==> src/startup_pkg.sv <==
// Constants and types shared by the clock source start-up timer
package startup_pkg;

   // ----------------------------------------
   // Register map, byte offsets
   // ----------------------------------------
   localparam logic [3:0] OFS_TRIM = 4'h0;
   localparam logic [3:0] OFS_STATUS = 4'h4;
   localparam logic [3:0] OFS_CONTROL = 4'h8;

   // ----------------------------------------
   // Field positions
   // ----------------------------------------
   localparam int ST_HOLD = 0;
   localparam int ST_SLEEP = 1;
   localparam int ST_WDT = 2;
   localparam int ST_RSVD = 3;
   localparam int ST_CLASS = 4;
   localparam int ST_RANGE = 8;
   localparam int ST_WLEN = 11;
   localparam int ST_SOURCE = 16;
   localparam int CT_SLEEP = 0;

   // ----------------------------------------
   // Reset values
   // ----------------------------------------
   localparam logic [7:0] TRIM_RESET = 8'h00;
   // Source 0010, start-up 10, divide fuse programmed, reset pin fuse clear
   localparam logic [15:0] FUSE_RESET = 16'h2900;

   // ----------------------------------------
   // Fuse codes, 1 = unprogrammed
   // ----------------------------------------
   localparam logic [3:0] SRC_EXT = 4'h0;
   localparam logic [3:0] SRC_RC = 4'h2;
   localparam logic [3:0] SRC_PLL = 4'h3;
   localparam logic [1:0] SUT_RESERVED = 2'h3;

   // ----------------------------------------
   // Timing counts, in cycles
   // ----------------------------------------
   localparam logic [15:0] CK_6 = 16'h0006;
   localparam logic [15:0] CK_258 = 16'h0102;
   localparam logic [15:0] CK_1K = 16'h0400;
   localparam logic [15:0] CK_16K = 16'h4000;
   localparam logic [15:0] CK_FIXED = 16'h000E;
   localparam logic [16:0] WDT_4K = 17'h01000;
   localparam logic [16:0] WDT_64K = 17'h10000;
   localparam logic [2:0] PRESCALE_LAST = 3'h7;
   localparam logic [1:0] SETTLE_LAST = 2'h3;

   // ----------------------------------------
   // Types
   // ----------------------------------------
   typedef enum logic [1:0] {WDT_NONE, WDT_SHORT, WDT_LONG} wdt_len_t;
   typedef enum logic [2:0] {CLK_XTAL, CLK_PLL, CLK_RC, CLK_EXT, CLK_RSVD} clk_class_t;
   typedef struct packed {
      logic [15:0] wake_ck;
      wdt_len_t wdt;
      logic reserved;
   } startup_t;

endpackage

==> src/startup_wdt_if.sv <==
// Handshake between the start-up sequencer and the watchdog delay counter
`timescale 1ns/10ps
interface startup_wdt_if;
   logic start;
   startup_pkg::wdt_len_t len;
   logic busy;
   logic done;
   modport ctrl (output start, output len, input busy, input done);
   modport counter (input start, input len, output busy, output done);
endinterface

==> src/wdt_delay_counter.sv <==
// Reset time-out counted on watchdog oscillator edges
`timescale 1ns/10ps
module wdt_delay_counter #(
   parameter logic [16:0] SHORT_CYCLES = startup_pkg::WDT_4K,
   parameter logic [16:0] LONG_CYCLES = startup_pkg::WDT_64K
) (
   // Clock and reset
   input wire logic clock_i,
   input wire logic reset_i,
   // One pulse per watchdog oscillator cycle, already synchronised
   input wire logic wdt_tick_i,
   // Sequencer handshake
   startup_wdt_if.counter ctl
);

   logic [16:0] count;
   logic [16:0] target;
   logic last_tick;

   assign last_tick = ctl.busy && wdt_tick_i && (count == target - 17'h00001);

   // ----------------------------------------
   // Counter
   // ----------------------------------------
   always_ff @(posedge clock_i) begin
      if (reset_i) begin
         ctl.busy <= 1'b0;
         count <= 17'h00000;
         target <= SHORT_CYCLES;
      end else if (ctl.start) begin
         ctl.busy <= 1'b1;
         count <= 17'h00000;
         target <= (ctl.len == startup_pkg::WDT_LONG) ? LONG_CYCLES : SHORT_CYCLES;
      end else if (last_tick) begin
         ctl.busy <= 1'b0;
      end else if (ctl.busy && wdt_tick_i) begin
         count <= count + 17'h00001;
      end
   end

   always_ff @(posedge clock_i) begin
      if (reset_i) begin
         ctl.done <= 1'b0;
      end else begin
         ctl.done <= last_tick && !ctl.start;
      end
   end
endmodule

==> src/clock_source_startup_timer.sv <==
// Clock source start-up sequencer with fuse decode, trim register and prescaler
// What this block does
// - A fuse bit at 1 is unprogrammed, at 0 programmed.
// - Wake from sleep counts selected-clock cycles before the core runs.
// - Reset start adds a delay counted on watchdog oscillator cycles.
// - Watchdog delay is 4,096 cycles (short) or 65,536 cycles (long).
// - Factory fuses: RC source 0010, start-up 10, divide-by-eight programmed.
// - Upper three source bits pick crystal range 100, 101, 110, 111.
// - Crystal, low bit 0: start-up codes map to 258 or 1K cycles.
// - Crystal, low bit 1: start-up codes map to 1K or 16K cycles.
// - Source code 0010 selects the internal RC oscillator.
// - Reset clears the trim register; the S_LOAD step then loads the factory calibration.
// - Software may rewrite the trim register after reset.
// - Reset time-out stays on the watchdog oscillator with RC selected.
// - RC source: 6 cycles on wake; reset adds 14, then no, short or long delay.
// - Reset-pin-disable programmed stretches RC codes 00 and 10 to short delay.
// - Divide-by-eight programmed divides the system clock by 8.
// - Source decode: 1xxx crystal, 0011 PLL, 0010 RC, 0000 external.
`timescale 1ns/10ps
module clock_source_startup_timer #(
   parameter logic [15:0] OSC_LONG_CK = startup_pkg::CK_16K,
   parameter logic [16:0] WDT_SHORT_CYCLES = startup_pkg::WDT_4K,
   parameter logic [16:0] WDT_LONG_CYCLES = startup_pkg::WDT_64K
) (
   // Clock and reset
   input wire logic clock_i,
   input wire logic reset_i,
   // Configuration fuses, 1 = unprogrammed
   input wire logic [3:0] clock_source_select_fuses_i,
   input wire logic [1:0] startup_time_fuses_i,
   input wire logic divide_by_eight_fuse_i,
   input wire logic reset_pin_disable_fuse_i,
   input wire logic [7:0] factory_calibration_i,
   // Oscillator and wake-up pins
   input wire logic wdt_osc_i,
   input wire logic wake_i,
   // Avalon-MM slave
   input wire logic [3:0] avs_address_i,
   input wire logic avs_read_i,
   input wire logic avs_write_i,
   input wire logic [31:0] avs_writedata_i,
   input wire logic [3:0] avs_byteenable_i,
   output logic [31:0] avs_readdata_o,
   output logic avs_waitrequest_o,
   // Clock system outputs
   output logic cpu_hold_o,
   output logic sys_clock_enable_o,
   output logic [7:0] oscillator_trim_o,
   output logic [2:0] clock_class_o,
   output logic [2:0] crystal_range_select_bits_o,
   output logic sleeping_o
);

   typedef enum logic [2:0] {
      S_SETTLE, S_LOAD, S_OSC, S_FIXED, S_WDT, S_RUN, S_SLEEP, S_WAKE
   } seq_state_t;

   seq_state_t state;
   startup_pkg::startup_t cfg;
   startup_pkg::startup_t load_cfg;
   logic [15:0] ck_count;
   logic [1:0] settle;
   logic [15:0] fuse_meta;
   logic [15:0] fuse_sync;
   logic [1:0] pin_meta;
   logic [1:0] pin_sync;
   logic [1:0] pin_last;
   logic [3:0] source_select;
   logic [1:0] startup_time_code;
   logic div8_prog;
   logic rstdis_prog;
   logic wdt_tick;
   logic wake_tick;
   logic sleep_req;
   logic [2:0] prescale;
   logic [7:0] oscillator_trim_register;
   logic bus_req;
   logic bus_done;
   logic [31:0] status_word;
   logic [31:0] next_readdata;

   startup_wdt_if wdt ();

   // ----------------------------------------
   // Decode functions
   // ----------------------------------------
   function automatic startup_pkg::clk_class_t source_class(input logic [3:0] src);
      startup_pkg::clk_class_t c;
      c = startup_pkg::CLK_RSVD;
      if (src[3]) begin
         c = startup_pkg::CLK_XTAL;
      end else if (src == startup_pkg::SRC_PLL) begin
         c = startup_pkg::CLK_PLL;
      end else if (src == startup_pkg::SRC_RC) begin
         c = startup_pkg::CLK_RC;
      end else if (src == startup_pkg::SRC_EXT) begin
         c = startup_pkg::CLK_EXT;
      end
      return c;
   endfunction

   function automatic startup_pkg::startup_t decode_startup(
      input logic [3:0] src,
      input logic [1:0] startup_time_fuses,
      input logic rstdis
   );
      startup_pkg::startup_t d;
      startup_pkg::clk_class_t c;
      logic rc_stretch;
      c = source_class(src);
      rc_stretch = rstdis && (c == startup_pkg::CLK_RC);
      // Unsupported codes take the longest wait as the safe choice
      d.wake_ck = OSC_LONG_CK;
      d.wdt = startup_pkg::WDT_LONG;
      d.reserved = 1'b1;
      if (c == startup_pkg::CLK_XTAL) begin
         d.reserved = 1'b0;
         case ({src[0], startup_time_fuses})
            3'h0: d.wake_ck = startup_pkg::CK_258;
            3'h1: d.wake_ck = startup_pkg::CK_258;
            3'h2: d.wake_ck = startup_pkg::CK_1K;
            3'h3: d.wake_ck = startup_pkg::CK_1K;
            3'h4: d.wake_ck = startup_pkg::CK_1K;
            default: d.wake_ck = OSC_LONG_CK;
         endcase
         case ({src[0], startup_time_fuses})
            3'h0: d.wdt = startup_pkg::WDT_SHORT;
            3'h1: d.wdt = startup_pkg::WDT_LONG;
            3'h2: d.wdt = startup_pkg::WDT_NONE;
            3'h3: d.wdt = startup_pkg::WDT_SHORT;
            3'h4: d.wdt = startup_pkg::WDT_LONG;
            3'h5: d.wdt = startup_pkg::WDT_NONE;
            3'h6: d.wdt = startup_pkg::WDT_SHORT;
            default: d.wdt = startup_pkg::WDT_LONG;
         endcase
      end else if (c == startup_pkg::CLK_RC || c == startup_pkg::CLK_EXT) begin
         d.wake_ck = startup_pkg::CK_6;
         d.reserved = (startup_time_fuses == startup_pkg::SUT_RESERVED);
         case (startup_time_fuses)
            2'h0: d.wdt = rc_stretch ? startup_pkg::WDT_SHORT : startup_pkg::WDT_NONE;
            2'h1: d.wdt = startup_pkg::WDT_SHORT;
            2'h2: d.wdt = rc_stretch ? startup_pkg::WDT_SHORT : startup_pkg::WDT_LONG;
            default: d.wdt = startup_pkg::WDT_LONG;
         endcase
      end
      return d;
   endfunction

   // ----------------------------------------
   // Pin synchronisers
   // ----------------------------------------
   // Fuse flops start from the factory pattern so the first decode is sane
   always_ff @(posedge clock_i) begin
      if (reset_i) begin
         fuse_meta <= startup_pkg::FUSE_RESET;
         fuse_sync <= startup_pkg::FUSE_RESET;
         pin_meta <= 2'h0;
         pin_sync <= 2'h0;
         pin_last <= 2'h0;
      end else begin
         fuse_meta <= {clock_source_select_fuses_i, startup_time_fuses_i, divide_by_eight_fuse_i,
                       reset_pin_disable_fuse_i, factory_calibration_i};
         fuse_sync <= fuse_meta;
         pin_meta <= {wdt_osc_i, wake_i};
         pin_sync <= pin_meta;
         pin_last <= pin_sync;
      end
   end

   assign source_select = fuse_sync[15:12];
   assign startup_time_code = fuse_sync[11:10];
   assign div8_prog = ~fuse_sync[9];
   assign rstdis_prog = ~fuse_sync[8];
   // The watchdog oscillator times the delay whatever the system source
   assign wdt_tick = pin_sync[1] & ~pin_last[1];
   assign wake_tick = pin_sync[0] & ~pin_last[0];
   assign load_cfg = decode_startup(source_select, startup_time_code, rstdis_prog);

   // ----------------------------------------
   // Start-up sequencer
   // ----------------------------------------
   always_ff @(posedge clock_i) begin
      if (reset_i) begin
         state <= S_SETTLE;
         settle <= 2'h0;
         ck_count <= 16'h0000;
         cpu_hold_o <= 1'b1;
         cfg <= decode_startup(startup_pkg::FUSE_RESET[15:12], startup_pkg::FUSE_RESET[11:10], 1'b0);
         wdt.start <= 1'b0;
         wdt.len <= startup_pkg::WDT_NONE;
      end else begin
         wdt.start <= 1'b0;
         case (state)
            S_SETTLE: begin
               if (settle == startup_pkg::SETTLE_LAST) begin
                  state <= S_LOAD;
               end else begin
                  settle <= settle + 2'h1;
               end
            end
            S_LOAD: begin
               cfg <= load_cfg;
               ck_count <= load_cfg.wake_ck;
               state <= S_OSC;
            end
            S_OSC: begin
               if (ck_count == 16'h0001) begin
                  ck_count <= startup_pkg::CK_FIXED;
                  state <= S_FIXED;
               end else begin
                  ck_count <= ck_count - 16'h0001;
               end
            end
            S_FIXED: begin
               if (ck_count != 16'h0001) begin
                  ck_count <= ck_count - 16'h0001;
               end else if (cfg.wdt == startup_pkg::WDT_NONE) begin
                  state <= S_RUN;
                  cpu_hold_o <= 1'b0;
               end else begin
                  wdt.start <= 1'b1;
                  wdt.len <= cfg.wdt;
                  state <= S_WDT;
               end
            end
            S_WDT: begin
               if (wdt.done) begin
                  state <= S_RUN;
                  cpu_hold_o <= 1'b0;
               end
            end
            S_RUN: begin
               if (sleep_req) begin
                  state <= S_SLEEP;
                  cpu_hold_o <= 1'b1;
               end
            end
            S_SLEEP: begin
               if (wake_tick) begin
                  ck_count <= cfg.wake_ck;
                  state <= S_WAKE;
               end
            end
            S_WAKE: begin
               if (ck_count == 16'h0001) begin
                  state <= S_RUN;
                  cpu_hold_o <= 1'b0;
               end else begin
                  ck_count <= ck_count - 16'h0001;
               end
            end
            default: begin
               state <= S_SETTLE;
               cpu_hold_o <= 1'b1;
            end
         endcase
      end
   end

   wdt_delay_counter #(
      .SHORT_CYCLES(WDT_SHORT_CYCLES),
      .LONG_CYCLES(WDT_LONG_CYCLES)
   ) u_wdt (
      .clock_i(clock_i),
      .reset_i(reset_i),
      .wdt_tick_i(wdt_tick),
      .ctl(wdt.counter)
   );

   // ----------------------------------------
   // System clock prescaler
   // ----------------------------------------
   // Free running, so the divided enable keeps its phase through sleep
   always_ff @(posedge clock_i) begin
      if (reset_i) begin
         prescale <= 3'h0;
         sys_clock_enable_o <= 1'b0;
      end else begin
         prescale <= prescale + 3'h1;
         sys_clock_enable_o <= div8_prog ? (prescale == startup_pkg::PRESCALE_LAST) : 1'b1;
      end
   end

   // ----------------------------------------
   // Status outputs
   // ----------------------------------------
   always_ff @(posedge clock_i) begin
      if (reset_i) begin
         clock_class_o <= startup_pkg::CLK_RC;
         crystal_range_select_bits_o <= startup_pkg::FUSE_RESET[15:13];
         sleeping_o <= 1'b0;
      end else begin
         clock_class_o <= source_class(source_select);
         crystal_range_select_bits_o <= source_select[3:1];
         sleeping_o <= (state == S_SLEEP);
      end
   end

   // ----------------------------------------
   // Oscillator trim register
   // ----------------------------------------
   always_ff @(posedge clock_i) begin
      if (reset_i) begin
         oscillator_trim_register <= startup_pkg::TRIM_RESET;
      end else if (state == S_LOAD) begin
         oscillator_trim_register <= fuse_sync[7:0];
      end else if (bus_done && avs_write_i && avs_address_i == startup_pkg::OFS_TRIM && avs_byteenable_i[0]) begin
         oscillator_trim_register <= avs_writedata_i[7:0];
      end
   end

   assign oscillator_trim_o = oscillator_trim_register;

   // ----------------------------------------
   // Avalon-MM slave
   // ----------------------------------------
   // Every access takes one wait cycle; read data is captured with it
   assign bus_req = avs_read_i | avs_write_i;
   assign bus_done = bus_req & ~avs_waitrequest_o;

   always_comb begin
      status_word = 32'h00000000;
      status_word[startup_pkg::ST_HOLD] = cpu_hold_o;
      status_word[startup_pkg::ST_SLEEP] = (state == S_SLEEP);
      status_word[startup_pkg::ST_WDT] = wdt.busy;
      status_word[startup_pkg::ST_RSVD] = cfg.reserved;
      status_word[startup_pkg::ST_CLASS +: 3] = clock_class_o;
      status_word[startup_pkg::ST_RANGE +: 3] = crystal_range_select_bits_o;
      status_word[startup_pkg::ST_WLEN +: 2] = cfg.wdt;
      status_word[startup_pkg::ST_SOURCE +: 4] = source_select;
   end

   always_comb begin
      case (avs_address_i)
         startup_pkg::OFS_TRIM: next_readdata = {24'h000000, oscillator_trim_register};
         startup_pkg::OFS_STATUS: next_readdata = status_word;
         default: next_readdata = 32'h00000000;
      endcase
   end

   always_ff @(posedge clock_i) begin
      if (reset_i) begin
         avs_waitrequest_o <= 1'b1;
         avs_readdata_o <= 32'h00000000;
      end else begin
         avs_waitrequest_o <= ~(bus_req & avs_waitrequest_o);
         if (avs_read_i && avs_waitrequest_o) begin
            avs_readdata_o <= next_readdata;
         end
      end
   end

   // Sleep request is a one-cycle pulse; ignored unless the core is running
   always_ff @(posedge clock_i) begin
      if (reset_i) begin
         sleep_req <= 1'b0;
      end else begin
         sleep_req <= bus_done && avs_write_i && avs_address_i == startup_pkg::OFS_CONTROL &&
                      avs_byteenable_i[0] && avs_writedata_i[startup_pkg::CT_SLEEP];
      end
   end
endmodule

==> config.mk <==
export PLATFORM = sky130hd
export DESIGN_NAME = clock_source_startup_timer
export DESIGN_NICKNAME = d
export VERILOG_FILES = /design/src/startup_pkg.sv /design/src/startup_wdt_if.sv /design/src/wdt_delay_counter.sv /design/src/clock_source_startup_timer.sv
export SDC_FILE = /design/constraint.sdc
export NUM_CORES = 1
export LEC_CHECK = 0
export BUFFER_PORTS_ARGS = -buffer_cell sky130_fd_sc_hd__buf_2
export CAP_MARGIN = 30
export CORE_UTILIZATION = 25
export CTS_CLUSTER_DIAMETER = 200
export DETAILED_ROUTE_END_ITERATION = 7
export SYNTH_ARGS = -nofsm -noshare
export SYNTH_HDL_FRONTEND = slang
export SYNTH_SLANG_ARGS = --single-unit
==> constraint.sdc <==
create_clock -name clock_i -period 2.75 [get_ports clock_i]
set_clock_uncertainty 0.15 [all_clocks]
set_input_delay 0.55 -clock clock_i [delete_from_list [all_inputs] [get_ports clock_i]]
set_output_delay 0.55 -clock clock_i [all_outputs]
set_load 0.1 [all_outputs]
==> results.md <==
* Most numerous cell in the Yosys netlist: dfxtp_1
* Leakage power total at approximately 2.6 nW
* Die area at around 22000 um^2
* Final Routed Wirelength at ~13000 um
* Worst R2R End: ck_count[9]$_SDFFE_PP0P_
* First-pass GRT wire length at between 20000 and 25000 um
* Hold buffers post-CTS at 0
* Vias in the first global route at about 4200
* Initial antenna violation count at 0
* Setup TNS at 0 ps
* FFs w/ async S/R, synth at 0
* Max Buffers Root-to-Sink at 2
* Flops & latches, synth at 130
* CTS tree: yes
* Yosys top cell by area: dfxtp_1
* Post-route design area at approximately 6800 um^2
* Crit. End Element: register
* Synth top area share at 0.478
* Met2 routed WL at about 5800 um
* Cells after Synth at roughly 620
* Via Count at about 4600
* Syn avg cell area at ~9 um^2
* Nets at about 770
* ANT nets after route at 0
* Seq/Total Area, Yosys at 0.478
* Routed wire length per instance at around 13 um
* CTS buffer count at 17
* Drt drc at 0
* HPWL after detailed placement at ~9100 um
* Root buffer cell: clkbuf_16
* Crit-path max FO at 6
* Hold_sp: reset_pin_disable_fuse_i
* RSZ-0062 raised after global routing: false
* Worst EP arrival at between 2000 and 3000 ps
* Core area at around 21000 um^2
* Wl on met1 at 6440 um
* Pins Over Slew Limit at 0
* Largest net degree at the start of global routing at 51
* Hold path depth at 2
* Prevailing post-synth register cell: dfxtp_1
* WHS Endpoint: fuse_meta[8]$_SDFF_PP1_
* Power density over the cells at 978 nW/um^2
* Setup-failing EPs final at 0
* Critical Path RT at slightly below 3000 ps
* Ratio of cells with drive above 1 in the final layout at 0.212
* Total GRT Usage at 0.118
* Synth warn at 0
* Kind of critical path: register to register
* R2R depth at 8
* Worst setup SP type: register
* Die X-Extent at 150 um
* Met3 WL at 448 um
* Slew @ Worst Pin at ~650 ps
* Die height at 150 um
* Area growth syn-to-layout at 24.3%
* GR Overflow Total at 0
* Via density at approximately 4.7
* Clock sink total at 130
* Crit path time final at roughly 2600 ps
* Detailed Route Iter0 Violations at 371
* H-tree levels at 4
* Synth top cells by count: dfxtp_1 (130), nand2_1 (56), nor2_1 (56)
* Post-CTS setup buffers at 0
* R2r startpoint: ck_count[1]$_SDFFE_PP0P_
* Peak Freq at approximately 390 MHz
* GPL Wtd Cong at slightly below 0.8
* Final Hold Vio Count at 0
* ANT cells at 0
* # IOs at between 100 and 150
* Largest cells by area after synthesis: dfxtp_1 (48%), a21oi_1 (4.9%), nor2b_1 (4.7%)
* Detailed-router iteration count before antenna repair at 5
* Max-cap violations at 0
* Fin crit share at 0.942
* VDD IR max at around 0.00053 V
* Worst Hold Class: input port to register
* Port Buf Inserts at between 60 and 70
* Netlist cell types at 58
* Outcome: finished, final reports clean
* CTS clk-pin slew, worst paths at roughly 60 ps
* Initial Utilization at 0.257
* Post-synth EDFFs at 0
* R2r setup slk at roughly 160 ps
* Placed standard-cell area at 6160 um^2
* Clock Latency Late Sink at around 430 ps
* Cell area after synthesis at 5440 um^2
* Top sig layer: met4
* Worst slew margin at 0.565
* Row count at 53
==> cells by family (layout without fill, tap and decap cells) <==
logic type | count (synthesis) | in the layout | share of synthesized area
xor gates and xnor gates | 10 | 10 | 0.0161
AOI/OAI and AO/OA | 144 | 144 | 0.175
other | 1 | 15 | 0.000689
and+or+nand+nor | 257 | 257 | 0.244
adders and majority gates | 6 | 6 | 0.0138
muxes | 6 | 6 | 0.0115
buffers and inverters | 65 | 143 | 0.0600
DFF | 130 | 130 | 0.478
==> critical path, cell delays in order (launching register included) <==
cell      delay (ps)
dfxtp_1          310
inv_1             70
ha_1             130
or4b_4           470
or4_4            510
mux2_2           300
o311ai_4         330
buf_6            170
a21oi_1           40
==> final cells by class <==
| class | count | area (um^2) |
|---|---|---|
| timing repair buffer | 103 | 624 |
| clock inverter | 14 | 156 |
| fill | 2199 | 14400 |
| multi-input combinational | 438 | 2580 |
| inverter | 9 | 33.8 |
| tap | 275 | 344 |
| clock buffer | 17 | 425 |
| sequential | 130 | 2600 |
==> layout by cell type, fill, tap and decap left out, types with 11 or more instances in the layout <==
cell,count
a21oi_1,53
buf_2,69
buf_4,30
clkbuf_16,17
conb_1,15
dfxtp_1,130
nand2_1,56
nand3_1,19
nor2_1,56
nor2b_1,41
nor3_1,14
o21ai_0,21
o31ai_1,11
or3_1,18
==> worst max-delay path by stage <==
stage,from,end
after floorplan,ck_count[0]$_SDFFE_PP0P_,ck_count[0]$_SDFFE_PP0P_
after global placement,ck_count[1]$_SDFFE_PP0P_,ck_count[13]$_SDFFE_PP0P_
after detailed placement,ck_count[1]$_SDFFE_PP0P_,ck_count[9]$_SDFFE_PP0P_
after CTS,ck_count[1]$_SDFFE_PP0P_,ck_count[9]$_SDFFE_PP0P_
after global routing,ck_count[1]$_SDFFE_PP0P_,ck_count[4]$_SDFFE_PP0P_
final,ck_count[1]$_SDFFE_PP0P_,ck_count[9]$_SDFFE_PP0P_
==> where the power goes <==
part | leakage [nW] | internal [mW] | switching (mW)
clock | 0.278 | 1.34 | 0.878
combinational | 1.29 | 0.694 | 1.45
sequential | 1.06 | 2.09 | 0.171
total | 2.63 | 4.12 | 2.50
==> metal layers <==
metal  up-vias  track usage
li1       2348            -
met1      2177        0.160
met2        79        0.176
met3         8       0.0305
met4         0       0.0531
met5         -            0
==> metrics by stage <==
stage               hold WS [ps]  utilization  power [mW]  setup slack [ps]  std cells
detailed placement           245        0.291        4.40              54.1        955
finish                       154        0.320        6.61               160        986
global route                 147        0.320        6.96              77.8        986
floorplan                    239            -        3.83              31.2        633
CTS                          142        0.319        6.65              21.0        986
global placement             245        0.291        4.40              73.2        955
==> sequential cells by signal, indices dropped and copies added (netlist names), 3 cells and up <==
signal and flops:
cfg 8, avs_readdata_o 17, clock_class_o 3, ck_count 16
state 3, crystal_range_select_bits_o 3, u_wdt.count 17, fuse_meta 16
prescale 3, fuse_sync 16, oscillator_trim_o 8
==> timing repair <==
action                                  4_1_cts  5_1_grt
resized for setup                             0        5
endpoints found under the setup margin        0       13
endpoints found under the hold margin         0        0
Note: power is estimated with default switching activity, not from simulation.
